--- src/quad_dac_defines.svh ---
// constants for the quad dac serial command port
`ifndef QUAD_DAC_DEFINES_SVH
`define QUAD_DAC_DEFINES_SVH

// ****************************************
// word layout
// ****************************************
`define WORD_BITS      12
`define CODE_MSB       11
`define CODE_LSB       8
`define ADDR_MSB       11
`define ADDR_LSB       10
`define DATA_MSB       7
`define DATA_LSB       0
`define CODE_WIDTH     8
`define NUM_CHAN       4

// ****************************************
// command codes {addr_bit_hi, addr_bit_lo, ctrl_bit_hi, ctrl_bit_lo}
// ****************************************
`define CMD_PASS       4'h0
`define CMD_USER_LOW   4'h2
`define CMD_SW_UPDATE  4'h4
`define CMD_USER_HIGH  4'h6
`define CMD_LOAD_ALL   4'h8
`define CMD_MODE_FALL  4'hA
`define CMD_SHUTDOWN   4'hC
`define CMD_MODE_RISE  4'hE

// ****************************************
// reset values
// ****************************************
`define RST_SHIFT      12'h000
`define RST_CODE       8'h00
`define RST_MODE       1'b0
`define RST_USER       1'b0
`define RST_SHUTDOWN   1'b0
`define RST_DOUT       1'b0

`endif

--- src/quad_dac_pkg.sv ---
// types shared by the quad dac serial command port
package quad_dac_pkg;
   `include "quad_dac_defines.svh"

   typedef logic [`CODE_WIDTH-1:0] code_t;

   typedef enum logic
   {
      DOUT_FALL_EDGE = 1'b0,
      DOUT_RISE_EDGE = 1'b1
   } dout_mode_e;

   typedef struct packed
   {
      code_t [`NUM_CHAN-1:0] in_code;
      code_t [`NUM_CHAN-1:0] dac;
   } chan_s;

   typedef struct packed
   {
      logic                  sclk_d;
      logic                  cs_n_d;
      logic [`WORD_BITS-1:0] shift;
      logic                  spill;
      logic                  dout;
      dout_mode_e            mode;
      logic                  user;
      logic                  shutdown;
      logic                  ld_one;
      logic                  ld_all;
      logic                  upd_all;
      logic [1:0]            addr;
      code_t                 data;
   } port_s;
endpackage

--- src/pin_sync.sv ---
// two flip-flop synchroniser for a bundle of pin inputs
`timescale 1ns/1ps
module pin_sync
#(
   parameter int WIDTH = 1
)
(
   input  wire logic             clk_in,
   input  wire logic             arst_n_in,
   input  wire logic [WIDTH-1:0] pin_in,
   output logic      [WIDTH-1:0] stable_out
);
   typedef struct packed
   {
      logic [WIDTH-1:0] meta;
      logic [WIDTH-1:0] stable;
   } sync_s;

   sync_s st;
   sync_s next_st;

   // meta feeds only the second stage
   always_comb
   begin
      next_st.meta   = pin_in;
      next_st.stable = st.meta;
   end

   always_ff @(posedge clk_in or negedge arst_n_in)
   begin
      if (!arst_n_in)
      begin
         st <= '0;
      end
      else
      begin
         st <= next_st;
      end
   end

   assign stable_out = st.stable;
endmodule

--- src/channel_regs.sv ---
// per-channel input and dac code registers
`timescale 1ns/1ps
module channel_regs
   import quad_dac_pkg::*;
(
   input  wire logic        clk_in,
   input  wire logic        rst_n_in,
   input  wire logic        ld_one_in,
   input  wire logic        ld_all_in,
   input  wire logic        upd_all_in,
   input  wire logic        transparent_in,
   input  wire logic [1:0]  addr_in,
   input  wire code_t       data_in,
   output logic      [31:0] in_code_out,
   output logic      [31:0] dac_code_out
);
   chan_s st;
   chan_s next_st;

   always_comb
   begin
      next_st = st;
      for (int i = 0; i < `NUM_CHAN; i++)
      begin
         if (ld_all_in)
         begin
            next_st.in_code[i] = data_in;
            next_st.dac[i]     = data_in;
         end
         else if (ld_one_in && addr_in == 2'(i))
         begin
            next_st.in_code[i] = data_in;
         end
         // dac follows the freshly loaded input code
         if (upd_all_in || transparent_in)
         begin
            next_st.dac[i] = next_st.in_code[i];
         end
      end
   end

   // rst_n_in also carries the clear pin
   always_ff @(posedge clk_in or negedge rst_n_in)
   begin
      if (!rst_n_in)
      begin
         st <= '0;
      end
      else
      begin
         st <= next_st;
      end
   end

   assign in_code_out  = st.in_code;
   assign dac_code_out = st.dac;
endmodule

--- src/quad_dac_serial_command_port.sv ---
// serial command port of a quad 8-bit dac, sampled on the system clock
//
// Operation
// - power-on clears the serial interface and every input and dac code.
// - after power-on the serial output changes on falling clock edges.
// - frames go msb first; of a 16-bit word only the last 12 count.
// - a bit is shifted in on each rising clock edge while select is low.
// - serial output repeats each bit 12 clocks later, on the chosen edge.
// - select high: interface ignored, serial output holds and never floats.
// - each select rise decodes the shift register; master sends 12 bits.
// - word is two address bits, two control bits, eight code bits.
// - address bits 00..11 pick channels a to d for loads.
// - control 01 loads the addressed input code, dacs unchanged.
// - control 11 loads the addressed input code then updates all dacs.
// - code 0100 copies all input codes to dacs and ends shutdown.
// - code 1000 loads all channels with the data and ends shutdown.
// - code 1100 enters shutdown only while shutdown permit is high.
// - code 0000 touches no code register; words just pass through.
// - code 1110 selects rising-edge output and updates all dacs.
// - code 1010 selects falling-edge output and updates all dacs.
// - code 0010 drives user output low, code 0110 drives it high.
// - the output edge mode holds until power-up or the other command.
// - while the load strobe is low the dacs follow their input codes.
// - the clear pin low clears all input and dac codes at once.
`timescale 1ns/1ps
module quad_dac_serial_command_port
   import quad_dac_pkg::*;
(
   input  wire logic        clk_in,
   input  wire logic        arst_n_in,
   input  wire logic        sclk_in,
   input  wire logic        din_in,
   input  wire logic        cs_n_in,
   input  wire logic        load_strobe_n_in,
   input  wire logic        async_clear_n_in,
   input  wire logic        shutdown_permit_in,
   output logic             dout_out,
   output logic             user_logic_out,
   output logic             shutdown_out,
   output logic             dout_mode_out,
   output logic      [31:0] dac_code_out
);

   // ****************************************
   // pin synchronisers
   // ****************************************
   logic [4:0] pins_s;
   logic       sclk_s;
   logic       din_s;
   logic       cs_n_s;
   logic       load_strobe_n_s;
   logic       shutdown_permit_s;

   pin_sync
   #(
      .WIDTH (5)
   )
   u_pin_sync
   (
      .clk_in     (clk_in),
      .arst_n_in  (arst_n_in),
      .pin_in     ({sclk_in, din_in, ~cs_n_in, ~load_strobe_n_in,
                    shutdown_permit_in}),
      .stable_out (pins_s)
   );

   // sclk and din share latency, so setup at the pin is preserved
   assign sclk_s            = pins_s[4];
   assign din_s             = pins_s[3];
   // active-low pins ride inverted, so a flushed stage reads as idle high
   // and no false select rise or load strobe follows reset
   assign cs_n_s            = ~pins_s[2];
   assign load_strobe_n_s   = ~pins_s[1];
   assign shutdown_permit_s = pins_s[0];

   // ****************************************
   // state and edge detection
   // ****************************************
   port_s      st;
   port_s      next_st;
   logic       sclk_rise;
   logic       sclk_fall;
   logic       cs_rise;
   logic [3:0] cmd;
   logic [1:0] cmd_addr;
   code_t      cmd_data;

   assign sclk_rise = sclk_s & ~st.sclk_d;
   assign sclk_fall = ~sclk_s & st.sclk_d;
   assign cs_rise   = cs_n_s & ~st.cs_n_d;
   assign cmd       = st.shift[`CODE_MSB:`CODE_LSB];
   assign cmd_addr  = st.shift[`ADDR_MSB:`ADDR_LSB];
   assign cmd_data  = st.shift[`DATA_MSB:`DATA_LSB];

   // ****************************************
   // shifting, serial output and decode
   // ****************************************
   always_comb
   begin
      next_st         = st;
      next_st.sclk_d  = sclk_s;
      next_st.cs_n_d  = cs_n_s;
      next_st.ld_one  = 1'b0;
      next_st.ld_all  = 1'b0;
      next_st.upd_all = 1'b0;

      // nothing moves while select is high
      if (!cs_n_s && sclk_rise)
      begin
         // older bits fall off the top, so a 16-bit word keeps its last 12
         next_st.shift = {st.shift[`WORD_BITS-2:0], din_s};
         next_st.spill = st.shift[`WORD_BITS-1];
         if (st.mode == DOUT_RISE_EDGE)
         begin
            next_st.dout = st.shift[`WORD_BITS-1];
         end
      end
      if (!cs_n_s && sclk_fall && st.mode == DOUT_FALL_EDGE)
      begin
         // spill stage gives half a clock more lag in this mode
         next_st.dout = st.spill;
      end

      if (cs_rise)
      begin
         next_st.addr = cmd_addr;
         next_st.data = cmd_data;
         if (cmd[0])
         begin
            next_st.ld_one  = 1'b1;
            next_st.upd_all = cmd[1];
         end
         else
         begin
            unique case (cmd)
               `CMD_PASS:
               begin
                  next_st.ld_one = 1'b0;
               end
               `CMD_USER_LOW:
               begin
                  next_st.user = 1'b0;
               end
               `CMD_USER_HIGH:
               begin
                  next_st.user = 1'b1;
               end
               `CMD_SW_UPDATE:
               begin
                  next_st.upd_all  = 1'b1;
                  next_st.shutdown = 1'b0;
               end
               `CMD_LOAD_ALL:
               begin
                  next_st.ld_all   = 1'b1;
                  next_st.shutdown = 1'b0;
               end
               `CMD_SHUTDOWN:
               begin
                  if (shutdown_permit_s)
                  begin
                     next_st.shutdown = 1'b1;
                  end
               end
               `CMD_MODE_RISE:
               begin
                  next_st.mode    = DOUT_RISE_EDGE;
                  next_st.upd_all = 1'b1;
               end
               `CMD_MODE_FALL:
               begin
                  next_st.mode    = DOUT_FALL_EDGE;
                  next_st.upd_all = 1'b1;
               end
            endcase
         end
      end
   end

   always_ff @(posedge clk_in or negedge arst_n_in)
   begin
      if (!arst_n_in)
      begin
         st          <= '0;
         st.sclk_d   <= 1'b0;
         st.cs_n_d   <= 1'b1;
         st.shift    <= `RST_SHIFT;
         st.dout     <= `RST_DOUT;
         st.mode     <= dout_mode_e'(`RST_MODE);
         st.user     <= `RST_USER;
         st.shutdown <= `RST_SHUTDOWN;
         st.data     <= `RST_CODE;
      end
      else
      begin
         st <= next_st;
      end
   end

   // ****************************************
   // channel code registers
   // ****************************************
   logic        chan_rst_n;
   logic [31:0] in_codes;
   logic [31:0] dac_codes;

   // clear pin acts without the clock, like power-on
   assign chan_rst_n = arst_n_in & async_clear_n_in;

   channel_regs u_channel_regs
   (
      .clk_in         (clk_in),
      .rst_n_in       (chan_rst_n),
      .ld_one_in      (st.ld_one),
      .ld_all_in      (st.ld_all),
      .upd_all_in     (st.upd_all),
      .transparent_in (~load_strobe_n_s),
      .addr_in        (st.addr),
      .data_in        (st.data),
      .in_code_out    (in_codes),
      .dac_code_out   (dac_codes)
   );

   // output never floats: it is a plain driven level
   assign dout_out       = st.dout;
   assign user_logic_out = st.user;
   assign shutdown_out   = st.shutdown;
   assign dout_mode_out  = st.mode;
   assign dac_code_out   = dac_codes;
endmodule

--- config.mk ---
export PLATFORM = sky130hd
export DESIGN_NAME = quad_dac_serial_command_port
export DESIGN_NICKNAME = d
export VERILOG_FILES = /design/src/quad_dac_pkg.sv /design/src/pin_sync.sv /design/src/channel_regs.sv /design/src/quad_dac_serial_command_port.sv
export VERILOG_INCLUDE_DIRS = /design/src
export SDC_FILE = /design/constraint.sdc
export NUM_CORES = 1
export LEC_CHECK = 0
export ABC_AREA = 1
export BUFFER_PORTS_ARGS = -buffer_cell sky130_fd_sc_hd__buf_4
export CORE_MARGIN = 5
export CORE_UTILIZATION = 61
export CTS_BUF_LIST = sky130_fd_sc_hd__clkbuf_2 sky130_fd_sc_hd__clkbuf_4 sky130_fd_sc_hd__clkbuf_8
export DETAILED_ROUTE_END_ITERATION = 6
export GPL_ROUTABILITY_DRIVEN = 0
export GPL_TIMING_DRIVEN = 0
export PLACE_DENSITY = 0.84
export RECOVER_POWER = 50
export SLEW_MARGIN = 20
export SYNTH_ARGS = -nofsm -noshare
export SYNTH_HDL_FRONTEND = slang
export SYNTH_SLANG_ARGS = --single-unit
--- constraint.sdc ---
create_clock -name clk_in -period 2.7 [get_ports clk_in]
set_input_delay 0.675 -clock clk_in [delete_from_list [all_inputs] [get_ports clk_in]]
set_output_delay 0.675 -clock clk_in [all_outputs]
set_load 0.1 [all_outputs]
==> run_results.csv, run 1 <==
group,metric,value,unit
synthesis,syn_avg_cell_area,8.68,sq um
floorplanning,die-area,9360,sq um
routing,wl,9.61,mm
cts,clk_path_buf_depth,2,
global_route,grt_usage,21.6,%
timing,finalMaxSlewViolations,0,
cts,clk_pin_slew_worst_paths,90,ps
synthesis,synthAdderAreaFrac,0,%
critical_path,crit_path_end_kind,"asynchronous set/reset pin",
place,dp_slack,979,ps
routing,route.vias.total,3550,
outcome,status,"finished, final reports clean",
pwr,power_density,1290,nW/um^2
global_route,grt_max_degree,51,
global_route,grt_pass1_wl,16.6,mm
synthesis,synth-simple-area-share,30.5,%
timing,clock_skew,10.9,ps
synthesis,ys.flop_type,"dfrtp_1",
min_path,hold_class,"reg2reg",
place,hpwl,6.78,mm
critical_path,cp_max_fo,50,
routing,drtPass1Iterations,5,
finish,areaGrowthSynthToFinish,13.7,%
synthesis,synth_top_family_by_area,"simple AND/OR/NAND/NOR gates",
cts,insertion_delay,360,ps
routing,ant_nets,0,
floorplanning,core,7290,sq um
timing,worst_slack,789,ps
critical_path,worstReg2RegStart,"st[9]",
global_route,grt_pass1_vias,3594,
place,port_buffers,43,
synthesis,syn_inst,529,
floorplanning,num_rows,31,
finish,nNetsFinal,592,
cts,htreeDepth,3,
timing,max_freq,523,MHz
timing,finalCritPeriodShare,70.8,%
timing,setup_viol,0,
critical_path,crit_start,"arst_n_in",
flow_run,maxCapViolCount,0,
finish,final_area,5220,sq um
timing,fin_crit,1910,ps
routing,viasPerCell,5.16,
pwr,p_leak,2.87,nW
synthesis,yosysWarnings,0,
synthesis,async_flop_share,100,%
synthesis,ys_seq_area_share,57.8,%
timing,slew_headroom,33.9,%
cts,cts_made_buffers,9,
floorplanning,die_h,96.7,microns
timing,hold_viol_final,0,
global_route,antenna_found_initial,0,
floorplanning,die_width,96.7,microns
cts,cts_tree,"yes",
cts,cts_num_sinks,106,
routing,drc,0,
routing,drt_iter0_markers,212,
finish,diodes,0,
critical_path,crit_arrival,2450,ps
min_path,min_from,"u_pin_sync.next_st[4]",
floorplanning,start_util,62.9,%
cts,root_buffer,"clkbuf_8",
synthesis,synth_enable_flop_cells,0,
cts,cts_hold_buf,0,
routing,post_drt_wl_per_cell,14.0,microns
synthesis,syn-cell-area,4590,sq um
global_route,gr-total-overflow,0,
floorplanning,ios,44,
critical_path,startpoint_type,"input port",
pwr,p_total,6.73,mW
synthesis,synth_seq_cells,106,
synthesis,synth_compound_area_share,3.16,%
timing,rsz0062_at_grt,"no",
cts,ctsResizeCount,0,
pwr,peakVddDrop,0.000663,V
cts,post-cts-setup-buffer-count,0,
synthesis,synth-xor-area-share,0,%
synthesis,synth_cell_type_count,22,
critical_path,crit_type,"in2async",
finish,drive_gt1_share,13.2,%
timing,tightest_slew,991,ps
place,dpl_cell_area,5070,sq um
critical_path,required,3240,ps
synthesis,syn-num-nets,537,
synthesis,synth.area.mux_share,0,%
==> cell usage in the layout, fill, tap and decap left out, drive strengths merged, types with 8 or more instances in the layout <==
| master | n |
|---|---|
| nand2 | 172 |
| dfrtp | 105 |
| inv | 84 |
| nand3 | 65 |
| buf | 47 |
| and2 | 32 |
| o21ai | 22 |
| clkbuf | 20 |
| nor2 | 16 |
| nand3b | 8 |
==> worst max-delay path: stages <==
cell        delay [ps]
clkbuf_2           730
nand2_1            140
clkinvlp_2         520
buf_16             320
==> routing by layer <==
metal / up-vias / global-route usage [%] / share of wire (%)
met5: - / 0 / 0
met4: 0 / 8.96 / 2.0
met3: 22 / 3.88 / 6.4
met2: 125 / 36.0 / 49
met1: 1667 / 28.0 / 42
li1: 1736 / - / -
==> registers in the layout, indices dropped and copies added, names as in the netlist, 4 cells and up <==
register and count:
u_channel_regs.dac_code_out 32, cmd_data 8, cmd 4, u_pin_sync.stable_out 5, u_pin_sync.next_st 5, u_channel_regs.in_code_out 32, st 16
==> synthesized netlist by cell type, types with 2 or more instances <==
master    number  area share [%]
a21oi_1        7            0.76
and2_1        32             4.4
buf_1          3            0.25
buf_2          3            0.33
buf_4          6            0.98
dfrtp_1      105              57
inv_1         82             6.7
inv_2          2            0.16
nand2_1      165              13
nand2_2        3            0.41
nand2_4        4            0.98
nand3_1       61             6.7
nand3_2        4            0.87
nand3b_1       8             1.3
nand4_1        3            0.41
nor2_1        14             1.1
o21ai_0       22             2.4
==> final cells by class <==
| class | instances | area (sq um) |
|---|---|---|
| clock buffers | 11 | 139 |
| well taps | 99 | 124 |
| plain buffers | 12 | 67.6 |
| fillers | 564 | 2070 |
| inverters | 85 | 323 |
| multi-input cells | 326 | 1520 |
| repair buffers | 44 | 348 |
| clock inverters | 5 | 41.3 |
| flip-flops and latches | 106 | 2650 |
==> final timing paths <==
kind	depth (start not counted)	slack (ps)	end
setup / recovery	4	790	u_channel_regs.in_code_out[7]
hold / removal	0	370	u_pin_sync.stable_out[4]
setup reg to reg	5	1140	u_channel_regs.dac_code_out[31]
min in group asynchronous	3	420	u_channel_regs.dac_code_out[26]
max in group clk_in	1	950	dout_mode_out
hold reg to reg	0	370	u_pin_sync.stable_out[4]
==> cells by family (layout without fill, tap and decap cells) <==
family,Yosys count,after routing
DFF,106,106
buffers and inverters,97,157
AOI/OAI and AO/OA,29,29
and+or+nand+nor,297,297
==> where the power goes <==
part | switching [mW] | leakage (nW) | internal [mW]
clock | 0.523 | 0.0866 | 0.361
sequential | 0.281 | 1.30 | 2.16
combinational | 2.61 | 1.48 | 0.800
==> per-stage QoR <==
step	instances	hold WS [ps]	utilization (%)	setup TNS [ps]
2_1_floorplan	529	331	-	0
3_3_place_gp	671	333	69.1	-53240
3_5_place_dp	672	338	69.5	0
4_1_cts	688	277	71.9	0
5_1_grt	688	391	71.6	0
6_report	688	366	71.6	0
No activity file was read; power rests on OpenSTA's default activity.
==> run 2, diff against run 1 <==
Clock period 2.7 ns to 1.85 ns, I/O delays scaled along.
==> run_results.csv, run 2 (synthesized netlist as in run 1, its figures left out) <==
group,metric,value,unit
outcome,status,"finished with violations",
outcome,violations,"DRC",
timing,clock_skew,10.7,ps
floorplanning,die-area,9360,sq um
pwr,p_leak,2.90,nW
finish,post-route-util,72.2,%
floorplanning,start_util,62.9,%
finish,areaGrowthSynthToFinish,14.6,%
critical_path,r2r_end,"u_channel_regs.dac_code_out[31]",
routing,drtPass1Iterations,7,
routing,ant_nets,0,
timing,finalMaxSlewViolations,0,
global_route,antenna_found_initial,0,
pwr,p_sw_share,49.8,%
finish,layout_common_cells,"nand2_1, dfrtp_1, inv_1",
critical_path,crit_arrival,1800,ps
timing,holdWs,72.6,ps
floorplanning,num_rows,31,
timing,rsz0062_at_grt,"no",
cts,htreeDepth,3,
global_route,grt.busiest_layer,"met2",
finish,fill_cells,556,
min_path,hold_class,"in2async",
timing,slew_headroom,54.5,%
routing,drt_iter0_markers,238,
floorplanning,die_h,96.7,microns
floorplanning,die_width,96.7,microns
routing,viasPerCell,5.19,
critical_path,required,2100,ps
cts,clk_path_buf_depth,2,
finish,final_area,5260,sq um
cts,cts_hold_buf,0,
finish,drive_gt1_share,13.4,%
cts,cts_tree,"yes",
routing,wl,9.77,mm
pwr,p_total,9.99,mW
global_route,grt.met2_usage,35.3,%
finish,final_common_cell,"nand2_1",
finish,diodes,0,
global_route,met1_usage,29.4,%
critical_path,crit_path_end_kind,"flop",
pwr,seq_power_share,35.6,%
global_route,grt_usage,21.9,%
routing,post_drt_wl_per_cell,14.2,microns
global_route,grt_pass1_wl,16.8,mm
floorplanning,core,7290,sq um
pwr,internal_power,5.01,mW
critical_path,cp_max_fo,9,
place,hpwl,6.80,mm
cts,ctsResizeCount,0,
cts,cts_made_buffers,9,
floorplanning,ios,44,
critical_path,worstReg2RegStart,"st[12]",
place,dpl_cell_area,5080,sq um
cts,insertion_delay,360,ps
timing,finalCritPeriodShare,84.2,%
critical_path,r2r_setup_slack,290,ps
finish,seq_area,2650,sq um
critical_path,ff2ff_path_depth,5,
critical_path,crit_type,"reg2reg",
timing,max_freq,642,MHz
timing,fin_crit,1560,ps
critical_path,startpoint_type,"flop",
timing,setup_viol,0,
timing,tns,0,ps
pwr,peakVddDrop,0.000899,V
pwr,comb_power_share,49.8,%
routing,drc,2,
flow_run,maxCapViolCount,0,
global_route,grt_pass1_vias,3620,
finish,nNetsFinal,593,
cts,clk_pin_slew_worst_paths,90,ps
global_route,met3_usage,3.88,%
global_route,grt_max_degree,44,
place,port_buffers,43,
global_route,gr-total-overflow,0,
pwr,clkPwrFrac,14.5,%
pwr,p_switching,4.98,mW
pwr,power_density,1900,nW/um^2
timing,tightest_slew,679,ps
finish,multiInputGateArea,1520,sq um
routing,route.vias.total,3574,
cts,cts_num_sinks,106,
cts,post-cts-setup-buffer-count,0,
timing,hold_viol_final,0,
cts,root_buffer,"clkbuf_8",
## run 2: layout make-up
class,instances,share of cell area [%]
buffer,12,1.28
clock inverter,5,1.19
inverter,85,6.14
tap,99,2.35
clock buffer,11,2.76
sequential,106,50.4
multi-input combinational,326,28.9
timing repair buffer,45,6.90
## run 2: layer usage
layer  vias up  routed length, microns
li1       1737                       -
met1      1703                    4290
met2       110                    4750
met3        24                     486
met4         0                     244
met5         -                       0
## run 2: stage by stage
step / worst slack, ps / instances
2_1_floorplan: 413 / 529
3_3_place_gp: -317 / 671
3_5_place_dp: 156 / 673
4_1_cts: 302 / 689
5_1_grt: 176 / 689
6_report: 293 / 689
## run 2: how the worst max path moves through the flow
stage,cells past startpoint,from,slack (ps),endpoint
global placement,3,arst_n_in,-320,u_channel_regs.dac_code_out[22]
finish,5,st[12],290,u_channel_regs.dac_code_out[31]
global route,5,st[12],180,u_channel_regs.dac_code_out[31]
CTS,1,dout_mode_out,300,dout_mode_out
detailed placement,5,arst_n_in,160,u_channel_regs.dac_code_out[22]
floorplan,5,dout_mode_out,410,dout_out
## run 2: worst max-delay path, stage by stage (launching register included)
cell     delay [ps]
dfrtp_1         440
nand3_1         340
nand2_1         380
nand2_1         110
nand3_1         110
nand2_1          60
## run 2: power groups by stage
stage | logic [mW] | clock network, mW | registers (mW)
2_1_floorplan | 1.38 | 0 | 6.12
3_3_place_gp | 4.88 | 0 | 3.56
3_5_place_dp | 4.97 | 0 | 3.60
4_1_cts | 5.00 | 1.48 | 3.56
5_1_grt | 5.28 | 1.58 | 3.65
6_report | 4.98 | 1.45 | 3.56
